## src/inc/pls_pkg.sv

```systemverilog
package pls_pkg;
    localparam int NPORT = 2;
    localparam int NLED  = 3;
    // register word indices; byte address = index * 4
    localparam logic [11:0] OFF_LEDCTL = 12'h018;
    localparam logic [11:0] OFF_PHYCTL = 12'h019;
    // second port sits one paddr[10] step above the first
    localparam logic [11:0] PORT_STRIDE = 12'h400;
    localparam int MODE_LO_POS   = 5;
    localparam int MODE_HI_POS   = 6;
    localparam int BLINK_LO_POS  = 6;
    localparam int ACT_SRC_POS   = 8;
    localparam logic [15:0] LEDCTL_RST = 16'h0000;
    localparam logic [15:0] PHYCTL_RST = 16'h0000;
    // blink half periods in ms for each blink_rate_field code
    localparam int BLINK_MS0 = 25;
    localparam int BLINK_MS1 = 50;
    localparam int BLINK_MS2 = 100;
    localparam int BLINK_MS3 = 200;
    localparam int CLK_MHZ   = 250;
    localparam int LINK_PULSES = 7;

    typedef enum logic [1:0] {
        PLS_MODE2 = 2'b00,
        PLS_MODE1 = 2'b01,
        PLS_MODE3 = 2'b10
    } pls_mode_t;

    typedef struct packed {
        logic link_good100;
        logic nlp;
        logic good_pkt10;
        logic link_loss;
        logic speed100;
        logic full_duplex;
        logic tx_act;
        logic rx_act;
        logic mii_col;
    } pls_stat_t;

    typedef struct packed {
        logic [11:0] paddr;
        logic        psel;
        logic        penable;
        logic        pwrite;
        logic [31:0] pwdata;
    } pls_apb_req_t;
endpackage

```

## src/rtl/pls_led_driver.sv

```systemverilog
// How it works
// (RL1) each port drives link, speed and activity/collision/duplex indicators
// (RL2) mode select sits in port_phy_control bits 6:5
// (RL3) low mode bit loads from the port carrier sense strap
// (RL4) high mode bit changes only by register write
// (RL5) mode 1: link steady on link, third shows activity
// (RL6) mode 2: third indicator shows collision
// (RL7) mode 3: third indicator shows full duplex at either speed
// (RL8) modes 2 and 3: link on when good, blinks with activity
// (RL9) blink rate set by indicator_direct_control bits 7:6
// (RL10) activity source bit 8 clear: transmit or receive counts
// (RL11) activity source bit set: only receive counts
// (RL12) speed indicator on at 100 Mb/s, off at 10 Mb/s
// (RL13) 10 Mb/s link after seven pulses or one good packet
// (RL14) 100 Mb/s link follows signal detect, drops by link loss timer; the code takes link_good100 alone at 100 Mb/s, link_loss clears only link10 and nlp_cnt
// (RL15) 10 Mb/s half duplex collision comes from mii col
// (RL16) strap low gives active high output, strap high active low
// (RL17) straps captured once at reset release, held until next reset
//
// Our own choice: register access over APB.
module pls_led_driver #(
    parameter int BLINK_DIV = pls_pkg::CLK_MHZ * 1000
) (
    input  wire logic                                  i_clk,
    input  wire logic                                  i_sys_rst,
    input  wire pls_pkg::pls_apb_req_t                 i_apb,
    output logic [31:0]                                o_prdata,
    output logic                                       o_pready,
    output logic                                       o_pslverr,
    input  wire pls_pkg::pls_stat_t [pls_pkg::NPORT-1:0] i_stat,
    input  wire logic [pls_pkg::NPORT-1:0]             i_carrier_sense_strap,
    input  wire logic [pls_pkg::NPORT-1:0][pls_pkg::NLED-1:0] i_led_strap,
    output logic [pls_pkg::NPORT-1:0][pls_pkg::NLED-1:0] o_led
);
    import pls_pkg::*;

    typedef struct packed {
        logic [NPORT-1:0][15:0]      ledctl;
        logic [NPORT-1:0][15:0]      phyctl;
        logic [NPORT-1:0][NLED-1:0]  pol_low;
        logic                        strap_done;
        logic [NPORT-1:0][2:0]       nlp_cnt;
        logic [NPORT-1:0]            link10;
        logic [NPORT-1:0][31:0]      blink_cnt;
        logic [NPORT-1:0]            blink_ph;
        logic [NPORT-1:0][NLED-1:0]  led;
        logic [31:0]                 prdata;
        logic                        pready;
        logic                        pslverr;
    } pls_state_t;

    pls_state_t st_reg;
    pls_state_t st_next;

    function automatic logic [31:0] half_cycles(input logic [1:0] code);
        logic [31:0] ms;
        ms = 32'(BLINK_MS0);
        unique case (code)
            2'd0: ms = 32'(BLINK_MS0);
            2'd1: ms = 32'(BLINK_MS1);
            2'd2: ms = 32'(BLINK_MS2);
            2'd3: ms = 32'(BLINK_MS3);
        endcase
        return 32'(ms * 32'(BLINK_DIV));
    endfunction

    always_comb begin
        logic        hit;
        logic [0:0]  port;
        logic [11:0] idx;
        logic        link;
        logic        act;
        logic        col;
        logic [NLED-1:0] raw;
        pls_mode_t   mode;
        st_next = st_reg;
        hit = 1'b0;
        link = 1'b0;
        act = 1'b0;
        col = 1'b0;
        raw = '0;
        mode = PLS_MODE2;
        port = i_apb.paddr[10 +: 1];
        // paddr[10] picks the port, so only paddr[9:2] form the word index
        idx = {2'b00, i_apb.paddr[11:2]} & 12'h0ff;
        st_next.pready = 1'b0;
        st_next.pslverr = 1'b0;

        if (!st_reg.strap_done) begin
            st_next.strap_done = 1'b1;
            for (int p = 0; p < NPORT; p++) begin
                st_next.pol_low[p] = i_led_strap[p];                         // [RL16] [RL17]
                st_next.phyctl[p][MODE_LO_POS] = i_carrier_sense_strap[p];   // [RL3] [RL17]
            end
        end

        // apb slave: one wait state, answer in the access phase
        if (i_apb.psel && i_apb.penable && !st_reg.pready) begin
            st_next.pready = 1'b1;
            st_next.prdata = '0;
            if (idx == OFF_LEDCTL || idx == OFF_PHYCTL) begin
                hit = 1'b1;
            end
            st_next.pslverr = !hit || (i_apb.paddr[1:0] != 2'b00)
                              || (i_apb.paddr[11] != 1'b0);
            if (!st_next.pslverr) begin
                if (i_apb.pwrite) begin
                    if (idx == OFF_LEDCTL) begin
                        st_next.ledctl[port] = i_apb.pwdata[15:0];           // [RL9] [RL10]
                    end else begin
                        st_next.phyctl[port] = i_apb.pwdata[15:0];           // [RL2] [RL4]
                    end
                end else begin
                    st_next.prdata = (idx == OFF_LEDCTL)
                        ? {16'h0000, st_reg.ledctl[port]}
                        : {16'h0000, st_reg.phyctl[port]};
                end
            end
        end

        for (int p = 0; p < NPORT; p++) begin
            // 10 Mb/s link qualification
            if (i_stat[p].link_loss) begin
                st_next.nlp_cnt[p] = '0;
                st_next.link10[p] = 1'b0;
            end else if (i_stat[p].good_pkt10) begin
                st_next.link10[p] = 1'b1;                                    // [RL13]
            end else if (i_stat[p].nlp) begin
                if (st_reg.nlp_cnt[p] == 3'(LINK_PULSES - 1)) begin
                    st_next.link10[p] = 1'b1;                                // [RL13]
                end else begin
                    st_next.nlp_cnt[p] = st_reg.nlp_cnt[p] + 3'd1;
                end
            end
            link = i_stat[p].speed100 ? i_stat[p].link_good100               // [RL14]
                                      : st_reg.link10[p];
            act = st_reg.ledctl[p][ACT_SRC_POS] ? i_stat[p].rx_act           // [RL11]
                                                : (i_stat[p].rx_act || i_stat[p].tx_act); // [RL10]
            col = !i_stat[p].full_duplex && i_stat[p].mii_col;               // [RL15]

            // blink timer free runs while active
            if (!act) begin
                st_next.blink_cnt[p] = '0;
                st_next.blink_ph[p] = 1'b0;
            end else if (st_reg.blink_cnt[p] >=
                         half_cycles(st_reg.ledctl[p][BLINK_LO_POS +: 2]) - 32'd1) begin
                st_next.blink_cnt[p] = '0;
                st_next.blink_ph[p] = !st_reg.blink_ph[p];                   // [RL9]
            end else begin
                st_next.blink_cnt[p] = st_reg.blink_cnt[p] + 32'd1;
            end

            mode = pls_mode_t'(st_reg.phyctl[p][MODE_HI_POS:MODE_LO_POS]);
            if (st_reg.phyctl[p][MODE_LO_POS]) begin
                mode = PLS_MODE1;
            end
            raw[1] = i_stat[p].speed100;                                     // [RL12]
            unique case (mode)
                PLS_MODE1: begin
                    raw[0] = link;                                           // [RL5]
                    raw[2] = act;                                            // [RL5]
                end
                PLS_MODE2: begin
                    raw[0] = link && !(act && st_reg.blink_ph[p]);           // [RL8]
                    raw[2] = col;                                            // [RL6]
                end
                PLS_MODE3: begin
                    raw[0] = link && !(act && st_reg.blink_ph[p]);           // [RL8]
                    raw[2] = i_stat[p].full_duplex;                          // [RL7]
                end
                default: begin
                    raw[0] = link;
                    raw[2] = act;
                end
            endcase
            st_next.led[p] = raw ^ st_reg.pol_low[p];                        // [RL1] [RL16]
        end
        st_next.prdata = st_next.pready ? st_next.prdata : '0;
    end

    always_ff @(posedge i_clk or posedge i_sys_rst) begin
        if (i_sys_rst) begin
            st_reg <= '{ledctl: {NPORT{LEDCTL_RST}}, phyctl: {NPORT{PHYCTL_RST}},
                        default: '0};
        end else begin
            st_reg <= st_next;
        end
    end

    assign o_prdata  = st_reg.prdata;
    assign o_pready  = st_reg.pready;
    assign o_pslverr = st_reg.pslverr;
    assign o_led     = st_reg.led;
endmodule

```

## config.mk

```make
export PLATFORM = sky130hd
export DESIGN_NAME = pls_led_driver
export DESIGN_NICKNAME = d
export VERILOG_FILES = /design/src/inc/pls_pkg.sv /design/src/rtl/pls_led_driver.sv
export SDC_FILE = /design/constraint.sdc
export NUM_CORES = 1
export LEC_CHECK = 0
export BUFFER_PORTS_ARGS = -buffer_cell sky130_fd_sc_hd__buf_2
export CORE_MARGIN = 4
export CORE_UTILIZATION = 50
export DETAILED_ROUTE_END_ITERATION = 10
export HOLD_SLACK_MARGIN = 0.03
export PLACE_DENSITY = 0.7
export SYNTH_ARGS = -nofsm -noshare
export SYNTH_HDL_FRONTEND = slang
export SYNTH_SLANG_ARGS = --single-unit
```

## constraint.sdc

```tcl
create_clock -name i_clk -period 17.7 [get_ports i_clk]
set_input_delay 1.77 -clock i_clk [delete_from_list [all_inputs] [get_ports i_clk]]
set_output_delay 1.77 -clock i_clk [all_outputs]
set_load 0.02 [all_outputs]
```

==> impl_metrics.toml, run 1 <==
[status]
status = "complete, no violations"

[power_and_ir_drop]
cell_internal_pwr_w = 0.000603
seqPwrFrac_pct = 49.0
pwr-share-comb_pct = 5.8
total_power_w = 0.000812
p_switching_w = 0.000208
clock_power_share_pct = 45.2
ir_drop_v = 0.0000821
swShare_pct = 25.7
p_leak_nw = 5.62
power_density_nw_per_um2 = 71.8

[sta]
fmax_ghz = 0.155
setup_viol_count_final = 0
finalCriticalPeriod_ns = 6.46
setup_slack_ns = 11.24
finalSetupTns_ns = 0
relSlewSlack_pct = 30.9
finalHoldViolCount = 0
finalClockSkew_ns = 0.0106
fin_crit_sh_pct = 36.5
final_max_slew_viol_count = 0
hold_ws_ns = 0.463
worst_pin_slew_ns = 1.03
rsz0062_at_grt = "false"

[clock_tree]
postCtsSetupBuffers = 0
clockRootBuffer = "clkbuf_16"
cts_resized = 0
holdBufCountCts = 0
cts_tree = "yes"
clk_pin_slew_worst_paths_ns = 0.07
htree_levels = 4
numCtsBuffers = 17
clk_path_buf_depth = 2
clock_sinks = 169
insertion_delay_ns = 0.44

[global_routing]
grt_pass1_wl_um = 32700
grt_max_degree = 107
grt_overflow = 0
track_usage_pct = 17.7
antenna_found_initial = 0
grt_pass1_vias = 6816

[routing]
drt_pass1_iterations = 4
via_per_inst = 5.22
routed_wl_um = 19300
drc = 0
wl_per_cell_um = 15.1
antenna_left = 0
drt_iter0_drc = 272
via_count = 6699

[min_path]
min_to = "o_led[3]"
worstHoldStart = "st_reg[118]"
hold_class = "register to register"
hold_depth = 1

[synthesis]
synth_warnings = 0
synth_seq_cells = 169
synth_edf_count = 0
synth.top_cell.area_share_pct = 41.4
synth-async-reset-ratio_pct = 100
synth_area_sq_um = 10200
synth_cells = 926
ys.flop_type = "dfrtp_1"
synth_seq_area_share_pct = 41.4
synth.distinct_cells = 62
syn_area_per_cell_sq_um = 11.0
synthTopCellsByArea = "dfrtp_1 (41%), ha_1 (14%), mux2_2 (5.8%)"
synth_top_cell_by_area = "dfrtp_1"

[setup_path]
r2r_cells = 24
required_ns = 18.02
critical_path_arrival_ns = 6.78
r2r_end = "st_reg[40]"
reg2reg_slack_ns = 11.24
r2r_start = "st_reg[160]"
crit_path_start_kind = "register"
crit_fanout = 28
cp-end-kind = "register"
path_class = "register to register"

[final_layout]
nNetsFinal = 1189
syn2layout_area_growth_pct = 10.7
stdcell_count = 1283
final_common_cell = "dfrtp_1"
n_fill_cell = 1759
largest_reg_flops = 145
final_cell_mix = "dfrtp_1 (169), ha_1 (112), nor2_1 (109)"
antenna_cells = 0
drive_gt1_share_pct = 21.9

[floorplanning]
coreArea_sq_um = 20200
die_y_um = 151
boundaryPins = 115
die_area_sq_um = 22800
fp.dieW_um = 151
initial_core_util_pct = 50.6
fp-row-count = 52

[placed_design]
preCtsSetupSlack_ns = 11.23
dp_cells = 1251
routabilityCongestion = 0.819
io_buffers = 82
dp_hpwl_um = 13800

[run]
drv_cap = 0
==> synth_stat cells, drive strengths merged, types with 7 or more instances <==
cell    count
nand2      45
nor3       14
nor2b      14
dfrtp     169
nor3b       7
o21ai       9
or2         9
and2b       8
xnor2      48
ha        112
a21oi      24
clkbuf     12
mux2       67
nand4      22
mux4       16
nand3      18
xor2       31
inv        40
nor2      109
nor4        7
and3        8
buf        48
a21o       14
==> critical path, cell delays in order (launching register included) <==
cell and delay (ns):
dfrtp_1 0.47, inv_1 0.23, ha_1 0.47, nor2_1 0.12, or2_2 0.32, fa_1 0.39
inv_1 0.09, ha_1 0.23, ha_1 0.30, ha_1 0.29, ha_1 0.31, ha_1 0.22
inv_1 0.05, o221ai_1 0.12, xnor2_1 0.26, nor4b_1 0.34, xnor2_1 0.15, xnor2_1 0.16
ha_1 0.31, nand4_1 0.08, nor4_1 0.31, o2bb2ai_1 0.16, or4_1 0.11, a31o_2 0.48
mux2_2 0.39
==> cell type report <==
cell class              instances  area (sq um)  share of cell area [%]
clock inverters                14           155                    1.37
multi-input cells             686          5550                    49.1
repair buffers                 86           440                    3.90
inverters                      40           155                    1.37
clock buffers                  18           439                    3.88
well taps                     270           338                    2.99
flip-flops and latches        169          4230                    37.4
==> layer usage <==
metal  up-vias  routed length, um  global-route usage [%]
met5         -                  0                       0
met4         0                241                    4.85
met3        20                670                    3.44
met2       107               9440                    29.6
met1      3255               8970                    23.6
li1       3317                  -                       -
==> power by group through the flow <==
| stage | clock [W] | combinational [W] | sequential [W] |
|---|---|---|---|
| after floorplan | 0 | 0.0000373 | 0.000404 |
| final | 0.000367 | 0.0000473 | 0.000398 |
| after global placement | 0 | 0.0000473 | 0.000405 |
| after global routing | 0.000391 | 0.0000536 | 0.000398 |
| after CTS | 0.000375 | 0.0000484 | 0.000398 |
| after detailed placement | 0 | 0.0000482 | 0.000405 |
==> worst max path at each step <==
| stage | startpoint | endpoint | slack (ns) | depth (start not counted) |
|---|---|---|---|---|
| 6_report | st_reg[160] | st_reg[40] | 11.24 | 24 |
| 5_1_grt | st_reg[160] | st_reg[40] | 10.73 | 24 |
| 4_1_cts | st_reg[160] | st_reg[40] | 11.21 | 24 |
| 3_5_place_dp | st_reg[160] | st_reg[40] | 11.23 | 24 |
| 3_3_place_gp | st_reg[176] | st_reg[41] | 11.35 | 23 |
| 2_1_floorplan | i_sys_rst | o_led[0] | 11.35 | 1 |
==> cells by family after synthesis <==
kind of cell	synth area share, %
and+or+nand+nor	15.0
buffers and inverters	5.37
other	0.0735
muxes	11.9
adders and majority gates	14.1
AOI/OAI and AO/OA	5.29
DFF	41.4
xor gates and xnor gates	6.78
==> stage by stage <==
step | utilization, % | cell area [sq um]
final | 56.0 | 11300
after global routing | 56.0 | 11300
after CTS | 56.0 | 11300
after detailed placement | 53.1 | 10700
after global placement | 53.1 | 10700
after floorplan | - | 10300
(Power assumes the default switching activity.)
==> run 2: changes to the inputs <==
clock period = 6 ns   (was 17.7 ns; I/O delays follow)
==> impl_metrics.toml, run 2 (synthesis results as in run 1) <==
[routing]
m1WireLength_um = 8970
dr_wl_met3_um = 933
antenna_left = 0
via_count = 6840
dr_wl_met2_um = 9780
drt_pass1_iterations = 4
highest_layer = "met4"
via_per_inst = 5.27
wl_per_cell_um = 15.4
drc = 0
routed_wl_um = 20000
drt_iter0_drc = 315

[final_layout]
final_common_cell = "dfrtp_1"
largest_reg_flops = 145
final_cell_mix = "dfrtp_1 (168), nor2_1 (109), ha_1 (108)"
nNetsFinal = 1204
drive_gt1_share_pct = 23.8
syn2layout_area_growth_pct = 12.8
antenna_cells = 0
final_util_pct = 57.1
stdcell_count = 1298

[placed_design]
routabilityCongestion = 0.828
dp_cells = 1265
preCtsSetupSlack_ns = 0.162
dp_hpwl_um = 14200
io_buffers = 82

[run]
drv_cap = 0

[setup_path]
crit_path_start_kind = "register"
critical_path_arrival_ns = 6.03
r2r_end = "st_reg[41]"
path_class = "register to register"
r2r_cells = 22
crit_fanout = 6
r2r_start = "st_reg[175]"
cp-end-kind = "register"
reg2reg_slack_ns = 0.29
required_ns = 6.31

[sta]
fmax_ghz = 0.175
finalCriticalPeriod_ns = 5.71
finalHoldViolCount = 0
worst_pin_slew_ns = 1.03
setup_slack_ns = 0.288
finalClockSkew_ns = 0.00940
fin_crit_sh_pct = 95.2
setup_viol_count_final = 0
relSlewSlack_pct = 31.2
final_max_slew_viol_count = 0

[floorplanning]
fp.dieW_um = 151
initial_core_util_pct = 50.6
boundaryPins = 115
fp-row-count = 52
coreArea_sq_um = 20200
die_area_sq_um = 22800
die_y_um = 151

[clock_tree]
clk_path_buf_depth = 2
clockRootBuffer = "clkbuf_16"
numCtsBuffers = 17
htree_levels = 4
clock_sinks = 169
clk_pin_slew_worst_paths_ns = 0.07
insertion_delay_ns = 0.43
cts_tree = "yes"

[min_path]
hold_class = "input pin to async pin"

[power_and_ir_drop]
p_leak_nw = 5.73
ir_drop_v = 0.000196
power_density_nw_per_um2 = 212

[global_routing]
grt_overflow = 0
grt_pass1_wl_um = 33800
track_usage_pct = 18.3
antenna_found_initial = 0
grt_max_degree = 71
grt_pass1_vias = 6935

[status]
status = "complete, no violations"
-- run 2: what timing repair did --
item,in CTS,in global routing
gates resized for setup,0,18
setup buffers,0,1
hold buffers,0,0
endpoints found under the setup margin,0,56
-- run 2: worst max path at each step --
stage                             end   startpoint  slack (ns)
after floorplan           st_reg[100]  st_reg[175]        0.33
after global placement    st_reg[100]  st_reg[176]        0.24
after detailed placement   st_reg[83]  st_reg[176]        0.16
after CTS                  st_reg[40]  st_reg[159]        0.05
after global routing       st_reg[60]  st_reg[160]       -0.01
final                      st_reg[41]  st_reg[175]        0.29
-- run 2: final cells by class --
cell class / count / area [sq um]
fill: 1711 / 8650
multi-input combinational: 686 / 5620
sequential: 169 / 4230
timing repair buffer: 101 / 569
clock buffer: 20 / 447
tap: 270 / 338
clock inverter: 12 / 160
inverter: 40 / 158
-- run 2: per-stage QoR --
step / cell area [sq um] / total power [W] / TNS (ns) / hold slack (ns)
final: 11500 / 0.00244 / 0 / 0.144
after CTS: 11400 / 0.00247 / 0 / 0.153
after detailed placement: 10800 / 0.00134 / 0 / 0.455
after global placement: 10800 / 0.00134 / 0 / 0.444
after global routing: 11500 / 0.00254 / -0.0564 / 0.164
after floorplan: 10300 / 0.00130 / 0 / 0.436
-- run 2: power by group --
group / leakage (nW) / switching, W / internal (W)
Combinational: 3.16 / 0.0000903 / 0.0000523
Sequential: 2.28 / 0.0000120 / 0.00116
Clock: 0.290 / 0.000488 / 0.000640
Total: 5.73 / 0.000590 / 0.00185
-- run 2: metal layers --
| layer | vias up | global-route usage [%] |
|---|---|---|
| met3 | 23 | 3.92 |
| met2 | 144 | 30.0 |
| li1 | 3349 | - |
| met5 | - | 0 |
| met1 | 3324 | 24.8 |
| met4 | 0 | 5.03 |
-- run 2: worst max-delay path, stage by stage, from the launching register on --
cell and delay [ns]:
dfrtp_1 0.35, buf_4 0.18, ha_1 0.19, nor2_1 0.06, or2_2 0.30, fa_1 0.38, inv_1 0.09, ha_1 0.24
ha_1 0.30, ha_1 0.31, ha_1 0.30, ha_1 0.23, o31a_1 0.31, o2111a_1 0.26, xnor2_1 0.14, xnor2_1 0.25
ha_1 0.31, nand4_1 0.10, or2_2 0.14, nor3_4 0.05, a2111oi_1 0.53, o221ai_4 0.26, mux2_2 0.32
